**src/hdl/ssb_pkg.sv**
```systemverilog
`default_nettype none
package ssb_pkg;
  // Register byte offsets on the bus
  localparam logic [3:0] CTRL_OFS = 4'h0;
  localparam logic [3:0] STAT_OFS = 4'h4;
  localparam logic [3:0] SKCNT_OFS = 4'h8;
  localparam logic [3:0] BRCNT_OFS = 4'hc;
  // Control field positions and reset value
  localparam int CTRL_EN_BIT = 0;
  localparam int CTRL_CLR_BIT = 1;
  localparam logic CTRL_EN_RST = 1'b1;
  // Status field positions
  localparam int STAT_SKIP_BIT = 0;
  localparam int STAT_BR_BIT = 1;
  // Decision outputs after reset: no skip, no branch
  localparam logic SKIP_N_RST = 1'b1;
  localparam logic BR_N_RST = 1'b1;
  localparam int CNT_W = 16;
  localparam logic [CNT_W-1:0] CNT_RST = 16'h0000;
  localparam int NBYTES = 4;
endpackage : ssb_pkg
`default_nettype wire

```
**src/hdl/ssb_core_if.sv**
```systemverilog
`default_nettype none
interface ssb_core_if;
  // Word under test and halfword unit tests (index 1 = left)
  logic [31:0] word;
  logic [1:0] hw_p1;
  logic [1:0] hw_m1;
  // Register side
  logic ctrl_en;
  logic cnt_clr;
  logic [1:0] dec_state;
  logic [ssb_pkg::CNT_W-1:0] skip_cnt;
  logic [ssb_pkg::CNT_W-1:0] br_cnt;
  modport tst (input word, output hw_p1, output hw_m1);
  modport regs (output ctrl_en, output cnt_clr, input dec_state, input skip_cnt, input br_cnt);
  modport core (output word, output dec_state, output skip_cnt, output br_cnt,
                input hw_p1, input hw_m1, input ctrl_en, input cnt_clr);
endinterface : ssb_core_if
`default_nettype wire

```
**src/hdl/ssb_unit_test.sv**
```systemverilog
`default_nettype none
module ssb_unit_test (
  ssb_core_if.tst t
);
  logic [3:0] op1;
  logic [3:0] op7;
  logic [3:0] om1;
  // Byte 0 is the leftmost byte; bit 0 is its most significant bit
  for (genvar i = 0; i < ssb_pkg::NBYTES; i++) begin : g_byte
    logic [7:0] b;
    assign b = t.word[31-8*i -: 8];
    assign op1[i] = ~|b[7:1];
    assign op7[i] = b[0];
    assign om1[i] = &b;
  end
  // Halfword plus one: high byte all zero, low byte plus one
  assign t.hw_p1[1] = op1[0] & ~op7[0] & op1[1] & op7[1];
  assign t.hw_p1[0] = op1[2] & ~op7[2] & op1[3] & op7[3];
  // Halfword minus one: both bytes all ones
  assign t.hw_m1[1] = om1[0] & om1[1];
  assign t.hw_m1[0] = om1[2] & om1[3];
endmodule : ssb_unit_test
`default_nettype wire

```
**src/hdl/ssb_wb_regs.sv**
```systemverilog
`default_nettype none
module ssb_wb_regs (
  input wire logic sys_clk_i,
  input wire logic rst_b_i,
  input wire logic wb_cyc_i,
  input wire logic wb_stb_i,
  input wire logic wb_we_i,
  input wire logic [3:0] wb_adr_i,
  input wire logic [3:0] wb_sel_i,
  input wire logic [31:0] wb_dat_i,
  output logic [31:0] wb_dat_o,
  output logic wb_ack_o,
  ssb_core_if.regs r
);
  logic req;
  logic en_reg;
  logic clr_reg;
  logic [31:0] rd_next;
  // Ack one cycle after the request, dropped the next cycle
  assign req = wb_cyc_i & wb_stb_i & ~wb_ack_o;
  assign r.ctrl_en = en_reg;
  assign r.cnt_clr = clr_reg;
  always_ff @(posedge sys_clk_i or negedge rst_b_i) begin
    if (!rst_b_i) begin
      wb_ack_o <= 1'b0;
    end else begin
      wb_ack_o <= req;
    end
  end
  // Control write; clear bit is a one-cycle pulse
  always_ff @(posedge sys_clk_i or negedge rst_b_i) begin
    if (!rst_b_i) begin
      en_reg <= ssb_pkg::CTRL_EN_RST;
      clr_reg <= 1'b0;
    end else begin
      clr_reg <= 1'b0;
      if (req && wb_we_i && wb_sel_i[0] && wb_adr_i == ssb_pkg::CTRL_OFS) begin
        en_reg <= wb_dat_i[ssb_pkg::CTRL_EN_BIT];
        clr_reg <= wb_dat_i[ssb_pkg::CTRL_CLR_BIT];
      end
    end
  end
  // Read mux; unmapped offsets read zero
  always_comb begin
    rd_next = 32'h0000_0000;
    unique case (wb_adr_i)
      ssb_pkg::CTRL_OFS: rd_next[ssb_pkg::CTRL_EN_BIT] = en_reg;
      ssb_pkg::STAT_OFS: rd_next[1:0] = r.dec_state;
      ssb_pkg::SKCNT_OFS: rd_next[ssb_pkg::CNT_W-1:0] = r.skip_cnt;
      ssb_pkg::BRCNT_OFS: rd_next[ssb_pkg::CNT_W-1:0] = r.br_cnt;
      default: rd_next = 32'h0000_0000;
    endcase
  end
  always_ff @(posedge sys_clk_i or negedge rst_b_i) begin
    if (!rst_b_i) begin
      wb_dat_o <= 32'h0000_0000;
    end else if (req && !wb_we_i) begin
      wb_dat_o <= rd_next;
    end
  end
endmodule : ssb_wb_regs
`default_nettype wire

```
**src/hdl/ssb_top.sv**
```systemverilog
// What this block does
// - Pull stack in execute step 2: no skip if word count zero, else skip.
// - Push stack in execute step 2: no skip if space count zero, else skip.
// - Modify stack: no skip if byte 0 or 2 sign negative, else skip.
// - Stack skip output is active low; low means skip next instruction.
// - Stack skip goes to test-positive logic and to program counter control.
// - Branch output is the AND of five group terms; low requests branch.
// - A taken branch sends control to the T and N field target.
// - Decrement branch if zero: branch when selected halfword is plus one.
// - Increment branch if zero: branch when selected halfword is minus one.
// - Byte branch-if-positive branches on the selected byte's positive test.
// - Halfword sign branches use byte 0 for left, byte 2 for right.
// - Word sign branches use the sign test of byte 0.
// - Word and halfword zero/nonzero branches follow the zero test.
// - Byte nonzero, zero and minus branches test the selected byte.
// - Decode lines count only while the instruction is in execute step 2.
// - Branch output goes to test-positive logic and program counter control.
// - Byte is plus one if bits 0-6 zero and bit 7 one; minus one if all ones.
//
// The Wishbone slave port and the placing of the registers were left to the implementer.
`default_nettype none
module ssb_top (
  input wire logic sys_clk_i,
  input wire logic rst_b_i,
  input wire logic wb_cyc_i,
  input wire logic wb_stb_i,
  input wire logic wb_we_i,
  input wire logic [3:0] wb_adr_i,
  input wire logic [3:0] wb_sel_i,
  input wire logic [31:0] wb_dat_i,
  output logic [31:0] wb_dat_o,
  output logic wb_ack_o,
  input wire logic exec_step2_i,
  input wire logic pull_stack_i,
  input wire logic push_stack_i,
  input wire logic modify_stack_i,
  input wire logic sub_one_branch_if_zero_i,
  input wire logic sub_one_branch_unless_zero_i,
  input wire logic add_one_branch_if_zero_i,
  input wire logic add_one_branch_unless_zero_i,
  input wire logic byte_positive_branch_i,
  input wire logic half_negative_branch_i,
  input wire logic half_positive_branch_i,
  input wire logic word_negative_branch_i,
  input wire logic word_positive_branch_i,
  input wire logic word_nonzero_branch_i,
  input wire logic half_nonzero_branch_i,
  input wire logic word_zero_branch_i,
  input wire logic half_zero_branch_i,
  input wire logic byte_nonzero_branch_i,
  input wire logic byte_zero_branch_i,
  input wire logic byte_negative_branch_i,
  input wire logic left_half_select_i,
  input wire logic right_half_select_i,
  input wire logic [3:0] byte_select_i,
  input wire logic [3:0] byte_zero_flag_i,
  input wire logic [3:0] byte_sign_negative_flag_i,
  input wire logic [3:0] byte_positive_flag_i,
  input wire logic [31:0] vpr_word_i,
  output logic stack_skip_n_tp_o,
  output logic stack_skip_n_pc_o,
  output logic branch_taken_n_tp_o,
  output logic branch_taken_n_pc_o
);
  ssb_core_if cif ();

  logic act;
  logic pul;
  logic psh;
  logic mdf;
  logic dz;
  logic dn;
  logic iz;
  logic inb;
  logic byte_positive_branch;
  logic half_negative_branch;
  logic half_positive_branch;
  logic tmw;
  logic tpw;
  logic tnw;
  logic half_nonzero_branch;
  logic tzw;
  logic half_zero_branch;
  logic byte_nonzero_branch;
  logic byte_zero_branch;
  logic byte_negative_branch;
  logic lh;
  logic rh;
  logic [3:0] bs;
  logic [3:0] z;
  logic [3:0] ng;
  logic [3:0] ps;
  logic p1l;
  logic p1r;
  logic m1l;
  logic m1r;
  logic skip_n_next;
  logic f1;
  logic f2;
  logic f3;
  logic f4;
  logic f5;
  logic [3:0] f3b;
  logic [3:0] f5b;
  logic br_n_next;
  logic skip_n_reg;
  logic br_n_reg;
  logic [ssb_pkg::CNT_W-1:0] skip_cnt_reg;
  logic [ssb_pkg::CNT_W-1:0] br_cnt_reg;

  ssb_unit_test u_test (
    .t (cif.tst)
  );

  ssb_wb_regs u_regs (
    .sys_clk_i (sys_clk_i),
    .rst_b_i (rst_b_i),
    .wb_cyc_i (wb_cyc_i),
    .wb_stb_i (wb_stb_i),
    .wb_we_i (wb_we_i),
    .wb_adr_i (wb_adr_i),
    .wb_sel_i (wb_sel_i),
    .wb_dat_i (wb_dat_i),
    .wb_dat_o (wb_dat_o),
    .wb_ack_o (wb_ack_o),
    .r (cif.regs)
  );

  // Core side of the shared interface
  assign cif.word = vpr_word_i;
  assign cif.dec_state = {br_n_reg, skip_n_reg};
  assign cif.skip_cnt = skip_cnt_reg;
  assign cif.br_cnt = br_cnt_reg;

  // Decode lines qualified by step 2 and the software enable
  assign act = exec_step2_i & cif.ctrl_en;
  assign pul = act & pull_stack_i;
  assign psh = act & push_stack_i;
  assign mdf = act & modify_stack_i;
  assign dz = act & sub_one_branch_if_zero_i;
  assign dn = act & sub_one_branch_unless_zero_i;
  assign iz = act & add_one_branch_if_zero_i;
  assign inb = act & add_one_branch_unless_zero_i;
  assign byte_positive_branch = act & byte_positive_branch_i;
  assign half_negative_branch = act & half_negative_branch_i;
  assign half_positive_branch = act & half_positive_branch_i;
  assign tmw = act & word_negative_branch_i;
  assign tpw = act & word_positive_branch_i;
  assign tnw = act & word_nonzero_branch_i;
  assign half_nonzero_branch = act & half_nonzero_branch_i;
  assign tzw = act & word_zero_branch_i;
  assign half_zero_branch = act & half_zero_branch_i;
  assign byte_nonzero_branch = act & byte_nonzero_branch_i;
  assign byte_zero_branch = act & byte_zero_branch_i;
  assign byte_negative_branch = act & byte_negative_branch_i;

  // Short names for selectors and test flags
  assign lh = left_half_select_i;
  assign rh = right_half_select_i;
  assign bs = byte_select_i;
  assign z = byte_zero_flag_i;
  assign ng = byte_sign_negative_flag_i;
  assign ps = byte_positive_flag_i;
  assign p1l = cif.hw_p1[1];
  assign p1r = cif.hw_p1[0];
  assign m1l = cif.hw_m1[1];
  assign m1r = cif.hw_m1[0];

  // Stack skip, low means skip
  assign skip_n_next = (~pul | z[0]) & (~pul | z[1])
                     & (~psh | z[2]) & (~psh | z[3])
                     & (~mdf | ng[0] | ng[2]);

  // Decrement group: registers are still undecremented in step 2
  assign f1 = (~dz | ~lh | ~p1l) & (~dz | ~rh | ~p1r)
            & (~dn | ~lh | p1l) & (~dn | ~rh | p1r);
  // Increment group: registers are still unincremented in step 2
  assign f2 = (~iz | ~lh | ~m1l) & (~iz | ~rh | ~m1r)
            & (~inb | ~lh | m1l) & (~inb | ~rh | m1r);

  // Per-byte terms of the sign and byte-test groups
  for (genvar i = 0; i < ssb_pkg::NBYTES; i++) begin : g_bt
    assign f3b[i] = ~byte_positive_branch | ~bs[i] | ~ps[i];
    assign f5b[i] = (~byte_nonzero_branch | ~bs[i] | z[i])
                  & (~byte_zero_branch | ~bs[i] | ~z[i])
                  & (~byte_negative_branch | ~bs[i] | ~ng[i]);
  end

  // Sign group: left half and word use byte 0, right half byte 2
  assign f3 = (&f3b)
            & (~half_negative_branch | ~lh | ~ng[0]) & (~half_negative_branch | ~rh | ~ng[2])
            & (~half_positive_branch | ~lh | ~ps[0]) & (~half_positive_branch | ~rh | ~ps[2])
            & (~tmw | ~ng[0]) & (~tpw | ~ps[0]);

  // Zero group for word and halfwords
  assign f4 = (~tnw | (&z))
            & (~half_nonzero_branch | ~lh | (z[0] & z[1]))
            & (~half_nonzero_branch | ~rh | (z[2] & z[3]))
            & (~tzw | ~(&z))
            & (~half_zero_branch | ~lh | ~(z[0] & z[1]))
            & (~half_zero_branch | ~rh | ~(z[2] & z[3]));

  assign f5 = &f5b;

  // Any group at zero requests the branch
  assign br_n_next = f1 & f2 & f3 & f4 & f5;

  // Registered decisions; one cycle after the decode inputs
  always_ff @(posedge sys_clk_i or negedge rst_b_i) begin
    if (!rst_b_i) begin
      skip_n_reg <= ssb_pkg::SKIP_N_RST;
      br_n_reg <= ssb_pkg::BR_N_RST;
    end else begin
      skip_n_reg <= skip_n_next;
      br_n_reg <= br_n_next;
    end
  end

  // Two copies so each consumer gets its own flop-driven line
  always_ff @(posedge sys_clk_i or negedge rst_b_i) begin
    if (!rst_b_i) begin
      stack_skip_n_tp_o <= ssb_pkg::SKIP_N_RST;
      stack_skip_n_pc_o <= ssb_pkg::SKIP_N_RST;
    end else begin
      stack_skip_n_tp_o <= skip_n_next;
      stack_skip_n_pc_o <= skip_n_next;
    end
  end

  // Program counter control loads the T and N target on a low here
  always_ff @(posedge sys_clk_i or negedge rst_b_i) begin
    if (!rst_b_i) begin
      branch_taken_n_tp_o <= ssb_pkg::BR_N_RST;
      branch_taken_n_pc_o <= ssb_pkg::BR_N_RST;
    end else begin
      branch_taken_n_tp_o <= br_n_next;
      branch_taken_n_pc_o <= br_n_next;
    end
  end

  // Event counters; a count in the clear cycle is kept, not lost
  always_ff @(posedge sys_clk_i or negedge rst_b_i) begin
    if (!rst_b_i) begin
      skip_cnt_reg <= ssb_pkg::CNT_RST;
    end else if (cif.cnt_clr) begin
      skip_cnt_reg <= {{(ssb_pkg::CNT_W-1){1'b0}}, ~skip_n_next};
    end else if (!skip_n_next) begin
      skip_cnt_reg <= skip_cnt_reg + 16'h0001; // Wraps silently
    end
  end

  always_ff @(posedge sys_clk_i or negedge rst_b_i) begin
    if (!rst_b_i) begin
      br_cnt_reg <= ssb_pkg::CNT_RST;
    end else if (cif.cnt_clr) begin
      br_cnt_reg <= {{(ssb_pkg::CNT_W-1){1'b0}}, ~br_n_next};
    end else if (!br_n_next) begin
      br_cnt_reg <= br_cnt_reg + 16'h0001;
    end
  end
endmodule : ssb_top
`default_nettype wire

```
**config.mk**
```make
export PLATFORM = sky130hd
export DESIGN_NAME = ssb_top
export DESIGN_NICKNAME = d
export VERILOG_FILES = /design/src/hdl/ssb_pkg.sv /design/src/hdl/ssb_core_if.sv /design/src/hdl/ssb_unit_test.sv /design/src/hdl/ssb_wb_regs.sv /design/src/hdl/ssb_top.sv
export SDC_FILE = /design/constraint.sdc
export NUM_CORES = 1
export LEC_CHECK = 0
export ABC_AREA = 1
export BUFFER_PORTS_ARGS = -buffer_cell sky130_fd_sc_hd__buf_2
export CAP_MARGIN = 10
export CORE_MARGIN = 4
export CORE_UTILIZATION = 49
export CTS_CLUSTER_DIAMETER = 100
export DETAILED_ROUTE_END_ITERATION = 8
export PLACE_DENSITY_LB_ADDON = 0.15
export SLEW_MARGIN = 20
export SYNTH_ARGS = -nofsm -noshare
export SYNTH_HDL_FRONTEND = slang
export SYNTH_HIERARCHICAL = 1
export SYNTH_SLANG_ARGS = --single-unit
```
**constraint.sdc**
```tcl
create_clock -name sys_clk_i -period 2 [get_ports sys_clk_i]
set_input_delay 0.4 -clock sys_clk_i [delete_from_list [all_inputs] [get_ports sys_clk_i]]
set_output_delay 0.4 -clock sys_clk_i [all_outputs]
set_load 0.05 [all_outputs]
```
; Yosys cells after proc, flatten, opt, wreduce, memory -nomap -nowiden
; Cells that the tools add are included.
[op_classes]
addsub = 2
muxes = 8
eq_ne = 5
n_reduce_logical = 21
bitwise = 188
[op_table]
columns = cell, count
row1 = OR 1 bit, 74
row2 = AND 1 bit, 65
row3 = 2-to-1 mux 16 bit, 4
row4 = inverter 1 bit, 49
row5 = "adder 16 x 1 -> 16 bit, second input constant", 2
row6 = AND reduction 8 bit, 4
row7 = case mux 14 bit (2 select lines), 1
row8 = OR reduction 7 bit, 4
row9 = AND reduction 4 bit, 3
row10 = "== test 4 bit, second input constant", 2
row11 = zero test 1 bit, 5
row12 = "== test 4 x 3 -> 1 bit, second input constant", 1
row13 = logical AND 1 bit, 4
row14 = zero test 4 bit, 1
row15 = "!= test 2 x 1 -> 1 bit, second input constant", 2
row16 = case mux 1 bit (4 select lines), 1
row17 = case mux 1 bit (3 select lines), 1
row18 = 2-to-1 mux 1 bit, 1
[totals]
register_bits = 53
input_bits = 115
elab_cells = 232

; Logic depth before layout (Yosys ltp)
[depth]
word_depth = 17
mapped_depth = 15

; Modules after synthesis
; The synthesis kept the hierarchy.
[by_module_without_submodules]
columns = mod, seq_area_each_um2, area_each_um2, instances, cells_each
row1 = ssb_top, 853.3, 2373.5, 1, 355
row2 = ssb_wb_regs, 476.7, 1091.0, 1, 139
row3 = ssb_unit_test, 0.0, 337.8, 1, 90

; Least setup slack after synthesis
; Ideal clock, no wire load.
[synth_path]
kind = input to register
startpoint = in vpr_word_i[20]
endpoint = reg br_cnt_reg[15] (netlist bit)
t_arrival_ps = 1580
path_buffers = 0
slack_ps = 302
cell_stages = 14
path_cell_list = inv_1 -> nand2_1 -> nor2_1 -> nand2_1 -> nor2_1 -> nand2_1 -> nand3_1 -> nand2_1 -> nor2_1 -> nand2_1 -> o21bai_4 -> nand2_1 -> nand3_1 -> nand2_1
[synth_between]
elab_chain_len = 14
word_cells_on_any_way = 23
cone_classes = eq/ne (1) / bitwise (19) / reduce/logical (3)
[synth_rtl]
columns = item, line_no
row1 = "start, declared", ssb_top.sv:59  ; input wire logic [31:0] vpr_word_i,
row2 = OR reduction 7 bit (*), ssb_unit_test.sv:12  ; assign op1[i] = ~|b[7:1];
row3 = zero test 1 bit (*), ssb_unit_test.sv:12
row4 = AND 1 bit (*) (2 in series), ssb_unit_test.sv:17  ; assign t.hw_p1[1] = op1[0] & ~op7[0] & op1[1] & op7[1];
row5 = named net cif.hw_p1[1], ssb_core_if.sv:5  ; logic [1:0] hw_p1;
row6 = inverter 1 bit, ssb_top.sv:175  ; assign f1 = (~dz | ~lh | ~p1l) & (~dz | ~rh | ~p1r)
row7 = OR 1 bit, ssb_top.sv:175
row8 = AND 1 bit, ssb_top.sv:175
row9 = AND 1 bit (*) (2 in series), ssb_top.sv:176  ; & (~dn | ~lh | p1l) & (~dn | ~rh | p1r);
row10 = AND 1 bit (*) (4 in series), ssb_top.sv:206  ; assign br_n_next = f1 & f2 & f3 & f4 & f5;
row11 = != test 2 x 1 -> 1 bit (no line) (*), --
row12 = "end signal, assigned", ssb_top.sv:254  ; br_cnt_reg <= ssb_pkg::CNT_RST;
row13 = "end signal, assigned", ssb_top.sv:256  ; br_cnt_reg <= {{(ssb_pkg::CNT_W-1){1'b0}}, ~br_n_next};
row14 = "end signal, assigned", ssb_top.sv:258  ; br_cnt_reg <= br_cnt_reg + 16'h0001;
row15 = "end, declared", ssb_top.sv:109  ; logic [ssb_pkg::CNT_W-1:0] br_cnt_reg;
; The timed path passes the listed nets; every way through them passes the cells marked *.
; A chain may end at the register's enable or synchronous reset.

; Worst setup path after layout
[layout_path]
startpoint = reg u_regs.en_reg, in the netlist u_regs/r.ctrl_en
endpoint = reg br_cnt_reg[7] (netlist bit)
[layout_between]
elab_chain_len = 16
word_cells_on_any_way = 133
cone_classes = eq/ne (1) / bitwise (130) / reduce/logical (2)
[layout_rtl]
columns = item, line_no
row1 = "start, declared", ssb_wb_regs.sv:16  ; logic en_reg;
row2 = "start signal, assigned", ssb_wb_regs.sv:33  ; en_reg <= ssb_pkg::CTRL_EN_RST;
row3 = "start signal, assigned", ssb_wb_regs.sv:38  ; en_reg <= wb_dat_i[ssb_pkg::CTRL_EN_BIT];
row4 = AND 1 bit (*), ssb_top.sv:136  ; assign act = exec_step2_i & cif.ctrl_en;
row5 = AND 1 bit, ssb_top.sv:144  ; assign byte_positive_branch = act & byte_positive_branch_i;
row6 = inverter 1 bit, ssb_top.sv:183  ; assign f3b[i] = ~byte_positive_branch | ~bs[i] | ~ps[i];
row7 = OR 1 bit (2 in series), ssb_top.sv:183
row8 = AND reduction 4 bit, ssb_top.sv:190  ; assign f3 = (&f3b)
row9 = AND 1 bit (2 in series), ssb_top.sv:191  ; & (~half_negative_branch | ~lh | ~ng[0]) & (~half_negative_branch | ~rh | ~ng[2])
row10 = AND 1 bit (2 in series), ssb_top.sv:192  ; & (~half_positive_branch | ~lh | ~ps[0]) & (~half_positive_branch | ~rh | ~ps[2])
row11 = AND 1 bit (2 in series), ssb_top.sv:193  ; & (~tmw | ~ng[0]) & (~tpw | ~ps[0]);
row12 = AND 1 bit (2 in series), ssb_top.sv:206
row13 = AND 1 bit (*), ssb_top.sv:206
row14 = != test 2 x 1 -> 1 bit (no line) (*), --
; Mark *: on every way between the ends. The rest lies on a longest branch, timed or not.

==> flow_summary.json <==
{
  "status": "finished clean",
  "grt_max_degree": 32,
  "min_period_ps": 1820,
  "grt_usage": 0.208,
  "grt_pass1_wl_mm": 15.5,
  "synth_area_mm2": 0.00380,
  "chipHeight_um": 96.1,
  "holdPathStages": 3,
  "coreArea_mm2": 0.00741,
  "placed_area_mm2": 0.00434,
  "skew_ps": 6.18,
  "firstDrtPassIters": 5,
  "numCtsBuffers": 5,
  "async_flop_share": 1.00,
  "period_share": 0.910,
  "ff2ff_path_depth": 11,
  "maxCapViolations": 0,
  "ys.flop_type": "dfrtp_1",
  "pin_count": 152,
  "antenna_found_initial": 0,
  "syn_inst": 584,
  "final_hold_viol_count": 0,
  "worstMarginPinSlew_ps": 559,
  "min_path_type": "input pin to flip-flop",
  "syn_area_per_cell_um2": 6.51,
  "rows": 31,
  "htree_levels": 2,
  "drtIter0Drc": 249,
  "synth.most_common_cell": "nand2_1",
  "cts_tree": "done",
  "layout-drive-gt1-share": 0.196,
  "seq_area_mm2": 0.00133,
  "wl_per_cell_um": 12.2,
  "antenna_left": 0,
  "startpoint_type": "flip-flop",
  "relSlewSlack": 0.628,
  "post_cts_resize_count": 0,
  "cp-startpoint": "u_regs/r.ctrl_en",
  "slew_violations": 0,
  "yosysWarnings": 6,
  "synth-edff-count": 0,
  "numPlacedInstances": 777,
  "grt_pass1_vias": 3570,
  "die_area_mm2": 0.00923,
  "ys_types": 29,
  "syn_to_final_growth_pct": 17.5,
  "clk_latency_ps": 310,
  "dp_hpwl_mm": 7.65,
  "yosysSeqAreaShare": 0.350,
  "insertedDiodeCount": 0,
  "cp_max_fo": 10,
  "cellPowerDensity_mw_per_mm2": 622,
  "clock_path_buffers": 2,
  "fin_nets": 806,
  "clock.fmax_mhz": 549,
  "finalWirelength_mm": 9.66,
  "final_core_util": 0.603,
  "ir_worst_vdd_v": 0.000305,
  "leakagePower_uw": 0.00240,
  "hp-start": "wb_dat_i[1]",
  "finalSetupViolCount": 0,
  "dp_slack_ps": -16.1,
  "multi_input_area_mm2": 0.00203,
  "final-instance-count-excl-fill": 789,
  "dr_total_vias": 3933,
  "final_area_mm2": 0.00447,
  "clock_sinks": 53,
  "start_util": 0.513,
  "synth_area_leaders": "dfrtp_1 (33%), nand2_1 (19%), nor2_1 (8.0%), nand3_1 (7.2%), inv_1 (7.2%)",
  "cp_data_required_time_ps": 2260,
  "grt_overflow": 0,
  "fill_cells": 715,
  "vias_per_cell": 4.98,
  "rsz0062_at_grt": "false",
  "path_class": "flip-flop to flip-flop",
  "synthTopCellsByCount": "nand2_1 (194), nor2_1 (81), inv_1 (73), nand3_1 (55), dfrtp_1 (50)",
  "die_w_um": 96.1,
  "whs_ps": 313,
  "clk_pin_slew_worst_paths_ps": 100,
  "cts-root-buf": "clkbuf_8",
  "synth_top_area_share": 0.329,
  "drc": 0,
  "synth_seq_cells": 53,
  "synth_largest_area_cell": "dfrtp_1",
  "setup_ws_ps": 179,
  "port_buffers": 102,
  "timing.rr.start": "u_regs/r.ctrl_en",
  "cp-end-kind": "flip-flop",
  "critPathArrivalTime_ps": 2080,
  "place_congestion": 0.870
}
[layer usage]
layer  GRT usage  part of all wire
met5           0                 0
met2       0.366              0.47
met1       0.271              0.44
met3      0.0281             0.087
met4      0.0486             0.012
[final timing paths]
kind                       slack [ps]             endpoint
min                               310     u_regs/r.cnt_clr
min reg2reg                       480   u_regs/wb_dat_o[1]
max                               180        br_cnt_reg[7]
max reg2reg                       180        br_cnt_reg[7]
min in group asynchronous         500      u_regs/wb_ack_o
max in group asynchronous         860  branch_taken_n_pc_o
[where the power goes]
group / total (µW) / internal (µW) / switching, µW
clock: 638 / 254 / 384
sequential: 1300 / 1190 / 109
combinational: 844 / 255 / 590
[worst max-delay path, cell delays in order, from the launching register on]
cell	delay, ps
dfstp_2	590
nand2_2	100
nor2_1	230
nand2_1	100
nand3_1	90
nand2_1	50
nand2_1	100
nor2_4	60
buf_4	170
nand3_4	150
nand2_1	80
nand2_1	60
[cells in the final DEF, fill, tap and decap left out]
cell | synthesis | final
nand2_1 | 194 | 194
buf_2 | 5 | 102
nor2_1 | 81 | 81
inv_1 | 73 | 73
nand3_1 | 55 | 55
dfrtp_1 | 50 | 50
nand4_1 | 21 | 21
a31oi_1 | 16 | 16
conb_1 | 1 | 16
xor2_1 | 15 | 15
buf_4 | 22 | 13
o21ai_0 | 9 | 9
nor3_1 | 9 | 9
a21oi_1 | 7 | 7
clkbuf_8 | 0 | 5
nand2_2 | 3 | 3
nor2_4 | 3 | 3
dfstp_2 | 3 | 3
o31ai_1 | 2 | 2
xnor2_1 | 2 | 2
ha_1 | 2 | 2
nand3b_1 | 1 | 1
o21bai_4 | 1 | 1
nand3_4 | 1 | 1
nor3_2 | 1 | 1
nor3b_1 | 1 | 1
inv_6 | 0 | 1
clkinv_4 | 0 | 1
clkinvlp_4 | 0 | 1
dlygate4sd3_1 | 0 | 1
[stage by stage]
step | setup TNS, ps | power (µW)
final | 0 | 2780
after floorplan | 0 | 1910
after CTS | 0 | 2790
after detailed placement | -18.4 | 2160
after global routing | 0 | 2930
after global placement | 0 | 2130
[cell families after synthesis]
family,after synthesis,share of synthesized area
buffers and inverters,106,0.132
adders and majority gates,2,0.00658
and+or+nand+nor,370,0.415
AOI/OAI and AO/OA,35,0.0563
xor gates and xnor gates,17,0.0392
other,1,0.000986
DFF,53,0.350
[repair_timing]
action / in CTS / in global routing
hold endpoints to repair: 10 / 0
setup endpoints to repair: 0 / 6
setup buffers: 0 / 3
hold buffers: 1 / 0
[final cells by class]
type / count / area share
multi-input cells: 440 / 0.454
flip-flops and latches: 53 / 0.298
repair buffers: 116 / 0.138
inverters: 73 / 0.0613
well taps: 99 / 0.0277
clock buffers: 5 / 0.0154
clock inverters: 3 / 0.00560
No activity file was read; power rests on OpenSTA's default activity.
